### src/smp_pkg.sv
`default_nettype none
package smp_pkg;

  // ---------------------------------------------------------------
  // Widths
  // ---------------------------------------------------------------
  localparam int ADDR_W = 27;
  localparam int DQ_W = 16;
  localparam int LOW_ADDR_W = 16;
  localparam int NAND_W = 8;
  localparam int ROW_W = 13;
  localparam int COL_W = 10;

  // ---------------------------------------------------------------
  // Flash density and highest used address bit
  // ---------------------------------------------------------------
  typedef enum logic [2:0] {DEN_128M, DEN_256M, DEN_512M, DEN_1G, DEN_2G} smp_flash_den_t;
  localparam logic [4:0] TOP_BIT_128M = 5'h16;
  localparam logic [4:0] TOP_BIT_256M = 5'h17;
  localparam logic [4:0] TOP_BIT_512M = 5'h18;
  localparam logic [4:0] TOP_BIT_1G = 5'h19;
  localparam logic [4:0] TOP_BIT_2G = 5'h1a;

  // ---------------------------------------------------------------
  // Low-power SDRAM density, row and column widths
  // ---------------------------------------------------------------
  typedef enum logic [1:0] {SD_128M, SD_256M, SD_512M} smp_sdram_den_t;
  localparam logic [4:0] ROW_BITS_512M = 5'h0d;
  localparam logic [4:0] COL_BITS_512M = 5'h0a;
  localparam logic [4:0] ROW_BITS_256M = 5'h0d;
  localparam logic [4:0] COL_BITS_256M = 5'h09;
  localparam logic [4:0] ROW_BITS_128M = 5'h0c;
  localparam logic [4:0] COL_BITS_128M = 5'h09;

  // ---------------------------------------------------------------
  // Access kinds and carriers
  // ---------------------------------------------------------------
  typedef enum logic [1:0] {ACC_FLASH, ACC_SDRAM, ACC_NAND} smp_acc_t;

  typedef struct packed {
    logic ce_n;
    logic oe_n;
    logic we_n;
    logic addr_valid_n;
    logic sdram_sel;
    logic nand_sel;
    logic col_phase;
  } smp_pins_t;

  typedef struct packed {
    smp_acc_t kind;
    logic [ADDR_W-1:0] addr;
    logic [DQ_W-1:0] data;
  } smp_wr_t;

  // Pin levels assumed while in reset: everything idle, die deselected
  localparam smp_pins_t PINS_IDLE = '{ce_n: 1'b1, oe_n: 1'b1, we_n: 1'b1, addr_valid_n: 1'b1,
                                      sdram_sel: 1'b0, nand_sel: 1'b0, col_phase: 1'b0};

endpackage

`default_nettype wire

### src/smp_addr_data_port.sv
`timescale 1ns/1ns
`default_nettype none

// Notes on behaviour
// - Flash address top bit follows density, 26 down to 22; unused upper bits ignored.
// - 512-Mbit SDRAM: row on bits 12..0, column on bits 9..0.
// - 256-Mbit SDRAM: row on bits 12..0, column on bits 8..0.
// - 128-Mbit SDRAM: row on bits 11..0, column on bits 8..0.
// - Data bus takes writes and commands from host, returns read data.
// - Data outputs float unless selected with output enable active.
// - Multiplexed mode: upper flash address bits 16 and up on separate bus.
// - Multiplexed read: low address first, host releases, device then drives data.
// - SDRAM accesses use all 16 shared bits for writes and reads.
// - NAND data uses only the low 8 bits of the shared bus; a mux-mode address still takes all 16.
// - Address is captured on the rising edge of address valid.
// - Chip enable high deselects: standby, data outputs floated.
module smp_addr_data_port (
  input wire logic clk,
  input wire logic rst,
  input wire logic mux_mode,
  input wire smp_pkg::smp_flash_den_t flash_density,
  input wire smp_pkg::smp_sdram_den_t sdram_density,
  input wire smp_pkg::smp_pins_t pins,
  input wire logic [smp_pkg::ADDR_W-1:0] flash_addr_pin,
  input wire logic [smp_pkg::DQ_W-1:0] shared_addr_data_bus_i,
  output logic [smp_pkg::DQ_W-1:0] shared_addr_data_bus_o,
  output logic [1:0] shared_addr_data_bus_oe,
  output logic [smp_pkg::ADDR_W-1:0] acc_addr,
  output logic [smp_pkg::ROW_W-1:0] sdram_row,
  output logic [smp_pkg::COL_W-1:0] sdram_col,
  output logic wr_valid,
  output smp_pkg::smp_wr_t wr_beat,
  output logic rd_req,
  input wire logic [smp_pkg::DQ_W-1:0] rd_data,
  input wire logic rd_valid,
  output logic standby
);

  // ---------------------------------------------------------------
  // Helpers
  // ---------------------------------------------------------------
  // Mask with the low nbits set
  function automatic logic [smp_pkg::ADDR_W-1:0] low_mask(input logic [4:0] nbits);
    logic [smp_pkg::ADDR_W-1:0] m;
    m = '0;
    for (int i = 0; i < smp_pkg::ADDR_W; i++) begin
      if (i < int'(nbits)) begin
        m[i] = 1'b1;
      end
    end
    return m;
  endfunction

  function automatic logic [4:0] top_bit(input smp_pkg::smp_flash_den_t d);
    case (d)
      smp_pkg::DEN_128M: return smp_pkg::TOP_BIT_128M;
      smp_pkg::DEN_256M: return smp_pkg::TOP_BIT_256M;
      smp_pkg::DEN_512M: return smp_pkg::TOP_BIT_512M;
      smp_pkg::DEN_1G: return smp_pkg::TOP_BIT_1G;
      default: return smp_pkg::TOP_BIT_2G;
    endcase
  endfunction

  function automatic logic [4:0] row_bits(input smp_pkg::smp_sdram_den_t d);
    case (d)
      smp_pkg::SD_128M: return smp_pkg::ROW_BITS_128M;
      smp_pkg::SD_256M: return smp_pkg::ROW_BITS_256M;
      default: return smp_pkg::ROW_BITS_512M;
    endcase
  endfunction

  function automatic logic [4:0] col_bits(input smp_pkg::smp_sdram_den_t d);
    case (d)
      smp_pkg::SD_128M: return smp_pkg::COL_BITS_128M;
      smp_pkg::SD_256M: return smp_pkg::COL_BITS_256M;
      default: return smp_pkg::COL_BITS_512M;
    endcase
  endfunction

  // ---------------------------------------------------------------
  // Pin synchronisers
  // ---------------------------------------------------------------
  smp_pkg::smp_pins_t pins_s1_r, pins_s2_r, pins_d_r;
  logic [smp_pkg::ADDR_W-1:0] addr_s1_r, addr_s2_r;
  logic [smp_pkg::DQ_W-1:0] dq_s1_r, dq_s2_r;
  logic mux_s1_r, mux_s2_r;

  // Two flops on every pin; strobe edges are read from stage two onward only
  always_ff @(posedge clk) begin
    if (rst) begin
      pins_s1_r <= smp_pkg::PINS_IDLE;
      pins_s2_r <= smp_pkg::PINS_IDLE;
      pins_d_r <= smp_pkg::PINS_IDLE;
      addr_s1_r <= '0;
      addr_s2_r <= '0;
      dq_s1_r <= '0;
      dq_s2_r <= '0;
      mux_s1_r <= 1'b0;
      mux_s2_r <= 1'b0;
    end else begin
      pins_s1_r <= pins;
      pins_s2_r <= pins_s1_r;
      pins_d_r <= pins_s2_r;
      addr_s1_r <= flash_addr_pin;
      addr_s2_r <= addr_s1_r;
      dq_s1_r <= shared_addr_data_bus_i;
      dq_s2_r <= dq_s1_r;
      mux_s1_r <= mux_mode;
      mux_s2_r <= mux_s1_r;
    end
  end

  // ---------------------------------------------------------------
  // Decoded pin events
  // ---------------------------------------------------------------
  logic selected, out_en, adv_rise, we_rise;
  smp_pkg::smp_acc_t kind;
  logic [smp_pkg::ADDR_W-1:0] addr_raw;

  assign selected = ~pins_s2_r.ce_n;
  assign out_en = selected & ~pins_s2_r.oe_n;
  assign adv_rise = selected & pins_s2_r.addr_valid_n & ~pins_d_r.addr_valid_n;
  assign we_rise = selected & pins_s2_r.we_n & ~pins_d_r.we_n;
  assign kind = pins_s2_r.nand_sel ? smp_pkg::ACC_NAND :
                (pins_s2_r.sdram_sel ? smp_pkg::ACC_SDRAM : smp_pkg::ACC_FLASH);

  // Mux mode: low half from the shared bus, upper bits from the address pins
  assign addr_raw = mux_s2_r ?
                    {addr_s2_r[smp_pkg::ADDR_W-1:smp_pkg::LOW_ADDR_W], dq_s2_r} :
                    addr_s2_r;

  // ---------------------------------------------------------------
  // Bus phase tracking
  // ---------------------------------------------------------------
  typedef enum logic [1:0] {PH_IDLE, PH_ADDR, PH_DATA} smp_phase_t;
  smp_phase_t phase_r;

  // Address phase lasts while address valid is low; data phase follows capture
  always_ff @(posedge clk) begin
    if (rst) begin
      phase_r <= PH_IDLE;
    end else begin
      case (phase_r)
        PH_IDLE: begin
          if (selected && !pins_s2_r.addr_valid_n) begin
            phase_r <= PH_ADDR;
          end
        end
        PH_ADDR: begin
          if (!selected) begin
            phase_r <= PH_IDLE;
          end else if (adv_rise) begin
            phase_r <= PH_DATA;
          end
        end
        PH_DATA: begin
          if (!selected) begin
            phase_r <= PH_IDLE;
          end else if (!pins_s2_r.addr_valid_n) begin
            phase_r <= PH_ADDR;
          end
        end
        default: phase_r <= PH_IDLE;
      endcase
    end
  end

  // ---------------------------------------------------------------
  // Address capture
  // ---------------------------------------------------------------
  // Bits above the density's top bit are not connected inside, so forced to zero
  always_ff @(posedge clk) begin
    if (rst) begin
      acc_addr <= '0;
    end else if (adv_rise) begin
      acc_addr <= addr_raw & low_mask(top_bit(flash_density) + 5'h01);
    end
  end

  // SDRAM row or column split, chosen by the column phase pin
  always_ff @(posedge clk) begin
    if (rst) begin
      sdram_row <= '0;
      sdram_col <= '0;
    end else if (adv_rise && kind == smp_pkg::ACC_SDRAM) begin
      if (pins_s2_r.col_phase) begin
        sdram_col <= smp_pkg::COL_W'(addr_raw & low_mask(col_bits(sdram_density)));
      end else begin
        sdram_row <= smp_pkg::ROW_W'(addr_raw & low_mask(row_bits(sdram_density)));
      end
    end
  end

  // ---------------------------------------------------------------
  // Write beats
  // ---------------------------------------------------------------
  // Data is taken on the write strobe's rising edge; NAND keeps the low byte only
  always_ff @(posedge clk) begin
    if (rst) begin
      wr_valid <= 1'b0;
      wr_beat <= '0;
    end else begin
      wr_valid <= we_rise;
      if (we_rise) begin
        wr_beat.kind <= kind;
        wr_beat.addr <= acc_addr;
        if (kind == smp_pkg::ACC_NAND) begin
          wr_beat.data <= {{(smp_pkg::DQ_W-smp_pkg::NAND_W){1'b0}}, dq_s2_r[smp_pkg::NAND_W-1:0]};
        end else begin
          wr_beat.data <= dq_s2_r;
        end
      end
    end
  end

  // ---------------------------------------------------------------
  // Read path
  // ---------------------------------------------------------------
  logic drive_ok, rd_issued_r;

  // In mux mode the bus belongs to the host until its address has been taken
  assign drive_ok = out_en & (~mux_s2_r | phase_r == PH_DATA);

  // One fetch request per read; a new address or output disable rearms it
  always_ff @(posedge clk) begin
    if (rst) begin
      rd_req <= 1'b0;
      rd_issued_r <= 1'b0;
    end else begin
      rd_req <= drive_ok & ~rd_issued_r & ~rd_req;
      if (!drive_ok || adv_rise) begin
        rd_issued_r <= 1'b0;
      end else if (rd_req) begin
        rd_issued_r <= 1'b1;
      end
    end
  end

  // Output data register; NAND reads return only the low byte
  always_ff @(posedge clk) begin
    if (rst) begin
      shared_addr_data_bus_o <= '0;
    end else if (rd_valid) begin
      if (kind == smp_pkg::ACC_NAND) begin
        shared_addr_data_bus_o <= {{(smp_pkg::DQ_W-smp_pkg::NAND_W){1'b0}}, rd_data[smp_pkg::NAND_W-1:0]};
      end else begin
        shared_addr_data_bus_o <= rd_data;
      end
    end
  end

  // Byte-lane enables; upper lane stays floated for NAND
  always_ff @(posedge clk) begin
    if (rst) begin
      shared_addr_data_bus_oe <= 2'h0;
    end else begin
      shared_addr_data_bus_oe[0] <= drive_ok;
      shared_addr_data_bus_oe[1] <= drive_ok & (kind != smp_pkg::ACC_NAND);
    end
  end

  // Standby follows deselection
  always_ff @(posedge clk) begin
    if (rst) begin
      standby <= 1'b1;
    end else begin
      standby <= ~selected;
    end
  end

endmodule

`default_nettype wire

### config.mk
export PLATFORM = sky130hd
export DESIGN_NAME = smp_addr_data_port
export DESIGN_NICKNAME = d
export VERILOG_FILES = /design/src/smp_pkg.sv /design/src/smp_addr_data_port.sv
export SDC_FILE = /design/constraint.sdc
export NUM_CORES = 1
export LEC_CHECK = 0
export BUFFER_PORTS_ARGS = -buffer_cell sky130_fd_sc_hd__buf_2
export CORE_UTILIZATION = 55
export DETAILED_ROUTE_END_ITERATION = 6
export MAX_ROUTING_LAYER = met4
export PLACE_DENSITY_LB_ADDON = 0.12
export SYNTH_ARGS = -nofsm -noshare
export SYNTH_HDL_FRONTEND = slang
export SYNTH_SLANG_ARGS = --single-unit
### constraint.sdc
create_clock -name clk -period 2.5 [get_ports clk]
set_input_delay 0.125 -clock clk [delete_from_list [all_inputs] [get_ports clk]]
set_output_delay 0.125 -clock clk [all_outputs]
set_load 0.005 [all_outputs]
==> results of run 1 <==
## sequential cells by signal, indices dropped and copies added, names as in the netlist, 7 cells and up
register and cells:
sdram_col 10, wr_beat 45, acc_addr 27, shared_addr_data_bus_o 16, sdram_row 13, dq_s2_r 16
addr_s1_r 27, pins_s2_r 7, addr_s2_r 27, pins_s1_r 7, dq_s1_r 16
## critical path, cell delays in order (launching register included)
cell and delay, ns:
dfxtp_1 0.47, or3b_2 0.86, nand2_1 0.15, a21oi_1 0.20
## area by class of cell
cell class / instances / area share, %
Sequential cell: 223 / 45.42
Multi-Input combinational cell: 454 / 27.64
Timing Repair Buffer: 265 / 17.30
Clock buffer: 29 / 5.856
Tap cell: 176 / 2.241
Clock inverter: 8 / 1.426
Inverter: 3 / 0.1146
## layout by cell type, fill, tap and decap left out, types with 2 or more instances in the layout
master         netlist  routed
nor2b_1            110     110
buf_4                1       7
bufinv_16            0       4
clkbuf_16            0      21
nor2_1              40      40
nor3b_4              1       2
a21oi_1             61      61
mux2i_1             43      43
or3b_2               3       3
mux2_2               3       3
nand2_1             92      92
nand2b_1            22      22
clkinv_2             0       4
buf_2               20     189
inv_1                3       3
o41ai_1              3       3
dfxtp_1            223     223
o211ai_1             4       4
nand3b_1            11      11
clkbuf_8             0       2
o21ai_0              2       2
dlygate4sd3_1        0      67
nor3_1               3       3
or2_2               20      20
nand3_1              4       4
a211oi_1            17      17
clkbuf_1            28       6
## where the power goes
part	switching, mW	internal [mW]
Combinational	0.168	0.213
Clock	1.24	2.02
Sequential	0.0370	3.65
## kinds of logic after synthesis
kind of cell | count (synthesis) | share of synthesized area (%)
AND/OR/NAND/NOR | 313 | 22.59
flip-flops | 223 | 60.25
AO/OA/AOI/OAI | 93 | 7.396
buffers and inverters | 53 | 3.175
multiplexers | 47 | 6.417
adder cells (fa/ha/maj) | 1 | 0.1688
## worst max path at each step
stage | from | slack [ns] | endpoint | cells after the start
after floorplan | flash_density[0] | 0.98 | acc_addr[17] | 6
after global placement | flash_density[2] | 0.80 | acc_addr[26] | 6
after detailed placement | flash_density[2] | 0.66 | acc_addr[17] | 6
after CTS | pins_s2_r[6] | 0.72 | wr_beat[44] | 3
after global routing | pins_s2_r[6] | 0.56 | wr_beat[27] | 3
final | pins_s2_r[6] | 0.75 | wr_beat[1] | 3
## layer usage
metal	up-vias	wire length [µm]
met4	0	384
met1	2588	7551
met2	201	7988
met5	-	0
li1	2850	-
met3	33	957
## what timing repair did
item | CTS | global route
endpoints found under the hold margin | 67 | 0
hold buffers | 67 | 0
buffers inserted | 0 | 0
==> metrics.csv, run 1 <==
metric,value,unit
worst_ep_arrival_time,2.16,ns
worstSetupPathType,flip-flop to flip-flop,
netlist_area,0.007410,mm²
coreArea,0.01319,mm²
period_minus_slack,1.753,ns
crit_required,2.90,ns
slew_viol_final,0,
worstMarginPinSlew,1.039,ns
synth_top_area_cell,dfxtp_1,
clock_path_buffers,3,
ir_drop,0.4751,mV
rr_endpoint,wr_beat[1],
ys.flop_type,dfxtp_1,
post_cts_resized,0,
hold_path_startpoint,sdram_density[1],
setup_viol,0,
drt-vias-per-instance,4.898,
rsz0062_at_grt,no,
timing_hold_violations_final,0,
power.leakage,4.279,nW
grt-busiest-layer,met2,
synth.cells.most_frequent,"dfxtp_1, nor2b_1, nand2_1",
yosys.area.top_type_share,60.25,%
yosysUniqueCellTypes,38,
synthCells,730,
rrSetupSlack,0.75,ns
start_util,56.18,%
final_util,74.51,%
hold_ws,0.03489,ns
routedWlPerCell,14.58,µm
dr.pass1.iters,4,
clkTransAtPathRegs,0.06,ns
tns,0,ns
grt_overflow,0,
gr-usage-met3,4.360,%
fp-row-count,42,
multi_input_area,0.002716,mm²
grt_first_pass_wirelength,26.71,mm
cts_tree,built,
grt_usage,24.51,%
antenna_found_initial,0,
final_nets,1044,
place_area,0.008442,mm²
grtUsageMet2,39.82,%
fin_area,0.009828,mm²
grt_use_met1,30.89,%
hold_path_end,sdram_col[9],
post-place-ws,0.6645,ns
yosysWarnings,0,
crit_path_end_kind,flip-flop,
final_layout_size_suffix_gt1_share,26.37,%
diodes,0,
io_pins,191,
cap_violations,0,
skew,0.01137,ns
timing.slew.headroom,30.73,%
cts_buffers,21,
final-seq-area,0.004464,mm²
drt_iter0_drc,387,
period_share,70.11,%
cts_root_buffer,clkbuf_16,
reg2reg_depth,3,
clk_latency,0.48,ns
postSynth.asyncResetShare,0,%
critPathLaunchType,flip-flop,
hpwlAfterDp,10.60,mm
detail-route-antenna-nets,0,
power_density,745.5,mW/mm²
synth_area_leaders,"dfxtp_1, nor2b_1, mux2i_1",
timing.final.ws_setup,0.7472,ns
fill_cells,912,
yosysMostFrequentCell,dfxtp_1,
worstReg2RegStart,pins_s2_r[6],
vias,5672,
timing.fmax,570.5,MHz
ys_seq_elements,223,
status,"complete, no violations",
syn_nets,806,
fp.dieW,118.1,µm
placed_cells,1054,
grt_start_max_net_pins,115,
globalplace.congestion,0.8544,
avgSynthCellArea,10.15,µm²
grt_pass1_vias,5399,
die_h,118.1,µm
dieArea,0.01394,mm²
drt_wl_total,16.88,mm
portBuffers,190,
route.detailed.drc,0,
synth_edf_count,0,
power,7.327,mW
finalNonFillerCells,1158,
hold_depth,3,
area_delta_synth_final,32.64,%
min-delay-path-class,primary input to flip-flop,
yosysSeqAreaShare,60.25,%
cts.sinks,223,
cp_max_fo,45,
htreeDepth,1,
No activity file was read; power rests on OpenSTA's default activity.
==> run 2: changes to the inputs <==
Settings changed: ABC_AREA set to 1, CORE_UTILIZATION 55 to 52.
Clock period 2.5 ns to 1.7 ns, I/O delays scaled along.
==> run 2 against run 1 <==
Net effect:
- combinational power rose by 58%
- largest cell class unchanged
- global-route usage shrank 0.33 points
- critical path type unchanged
- fmax increased by 20%
- critical endpoint is now acc_addr[26]
- clock-buffer cell count increased by 4
- wire length is 3.2% higher
- die area is 5.9% higher
- critical path depth rose by 3
- register-to-register slack worse by 0.51 ns
==> metrics.csv, run 2 <==
metric,value,unit
status,"complete, no violations",
fp.dieW,121.5,µm
rsz0062_at_grt,no,
dieArea,0.01476,mm²
clk_latency,0.49,ns
worst_ep_arrival_time,1.88,ns
crit_start,pins_s2_r[6],
grt_usage,24.18,%
final_nets,1264,
yosysSeqAreaShare,60.12,%
ir_drop,0.7092,mV
clkTransAtPathRegs,0.06,ns
yosysWarnings,0,
io_pins,191,
power.leakage,4.919,nW
skew,0.009672,ns
post_cts_buffers,0,
die_h,121.5,µm
yosys.area.top_type_share,60.12,%
cts_root_buffer,clkbuf_16,
timing.final.ws_setup,0.2363,ns
worstMarginPinSlew,0.6526,ns
grtUsageMet2,38.85,%
drt_wl_total,17.43,mm
drt_iter0_drc,417,
synth_area_leaders,"dfxtp_1, nor2_1, nand2_1",
timing_hold_violations_final,0,
reg2reg_depth,6,
netlist_area,0.007426,mm²
cap_violations,0,
ys_seq_elements,223,
grt_start_max_net_pins,83,
synth_top_area_cell,dfxtp_1,
hpwlAfterDp,11.13,mm
htreeDepth,1,
mostFrequentLayoutCell,dfxtp_1,
synthCells,923,
start_util,53.50,%
largest-register,wr_beat,
final_layout_size_suffix_gt1_share,21.63,%
area_delta_synth_final,35.59,%
drt-vias-per-instance,4.590,
grt_first_pass_wirelength,27.97,mm
power_density,1065,mW/mm²
worstSetupPathType,flip-flop to flip-flop,
period_minus_slack,1.464,ns
synth.cells.most_frequent,"dfxtp_1, nor2_1, nand2_1",
timing.fmax,683.2,MHz
final_cell_mix,"dfxtp_1, nor2_1, buf_2",
cp_max_fo,20,
coreArea,0.01388,mm²
fp-row-count,43,
diodes,0,
final-seq-area,0.004464,mm²
post-place-ws,0.1873,ns
globalplace.congestion,0.8355,
setup_viol,0,
crit_path_end_kind,flip-flop,
antenna_found_initial,0,
power,10.72,mW
syn_nets,999,
timing.slew.headroom,56.04,%
grt-busiest-layer,met2,
cts_tree,built,
slew_viol_final,0,
route.detailed.drc,0,
hold_ws,0.04517,ns
period_share,86.10,%
multi_input_area,0.002261,mm²
ys.flop_type,dfxtp_1,
synth_edf_count,0,
cts_buffers,22,
detail-route-antenna-nets,0,
yosysMostFrequentCell,dfxtp_1,
critPathLaunchType,flip-flop,
fill_cells,1078,
hold_path_end,acc_addr[18],
dr.pass1.iters,5,
grt_pass1_vias,5887,
tns,0,ns
cts.sinks,223,
hold_path_startpoint,flash_density[0],
portBuffers,190,
clock_path_buffers,3,
gr-usage-met3,3.477,%
grt_use_met1,32.48,%
worstReg2RegStart,pins_s2_r[6],
hold_depth,5,
crit_required,2.11,ns
min-delay-path-class,primary input to flip-flop,
postSynth.asyncResetShare,0,%
grt_overflow,0,
rr_endpoint,acc_addr[26],
routedWlPerCell,12.61,µm
avgSynthCellArea,8.045,µm²
vias,6344,
rrSetupSlack,0.24,ns
largest_register_ffs,45,
yosysUniqueCellTypes,23,
==> run 2: cell types whose count changed in the layout (fill, tap and decap cells not counted), moves of 22 or more <==
cell | before | now
inv_1 | 3 | 135
mux2i_1 | 43 | 0
nand2_1 | 92 | 144
nand2b_1 | 22 | 0
nor2_1 | 40 | 193
nor2b_1 | 110 | 0
o21ai_0 | 2 | 72
==> run 2: cell type report <==
type,count,share of cell area [%]
clock inverter,5,0.5468
inverter,138,5.170
sequential,223,44.34
clock buffer,33,6.487
multi-input combinational,518,22.46
timing repair buffer,285,18.76
tap,180,2.237
==> run 2: how the worst max path moves through the flow <==
stage	to	slack, ns
6_report	acc_addr[26]	0.24
5_1_grt	acc_addr[26]	0.10
4_1_cts	wr_beat[13]	0.18
3_5_place_dp	wr_beat[13]	0.19
3_3_place_gp	wr_beat[12]	0.24
2_1_floorplan	sdram_row[0]	0.47
==> run 2: power by group <==
part / switching [mW] / total (mW) / internal, mW
clock network: 1.89 / 4.69 / 2.80
logic: 0.299 / 0.605 / 0.306
registers: 0.0559 / 5.43 / 5.37
total: 2.25 / 10.7 / 8.48
==> run 2: worst max-delay path, stage by stage, from the launching register on <==
cell	delay, ns
dfxtp_1	0.36
inv_2	0.15
nand3b_4	0.18
buf_4	0.27
nor2_1	0.20
nand3_1	0.11
a21oi_1	0.13
==> run 2: timing repair <==
action	CTS	global route
hold buffers	79	0
resized for setup	0	2
setup endpoints to repair	0	1
hold endpoints to repair	73	0
==> run 2: per-stage QoR <==
step	instances	instance area, µm²	utilization, %
2_1_floorplan	923	7426	-
6_report	1382	10070	72.53
3_5_place_dp	1265	8567	61.72
3_3_place_gp	1265	8567	61.72
4_1_cts	1382	10070	72.52
5_1_grt	1382	10070	72.53
==> run 2: routing by layer <==
metal  share of wire [%]  vias up
li1                    -     3323
met1                  48     2807
met2                  45      197
met3                 5.7       17
met4                 1.2        0
met5                   0        -
==> run 2: cells by family (layout without fill, tap and decap cells) <==
| kind of cell | count (synthesis) | in the layout | synth area share [%] |
|---|---|---|---|
| buffers and inverters | 182 | 461 | 9.469 |
| adders and majority gates | 1 | 1 | 0.1685 |
| and+or+nand+nor | 376 | 376 | 20.64 |
| DFF | 223 | 223 | 60.12 |
| AOI/OAI and AO/OA | 141 | 141 | 9.604 |
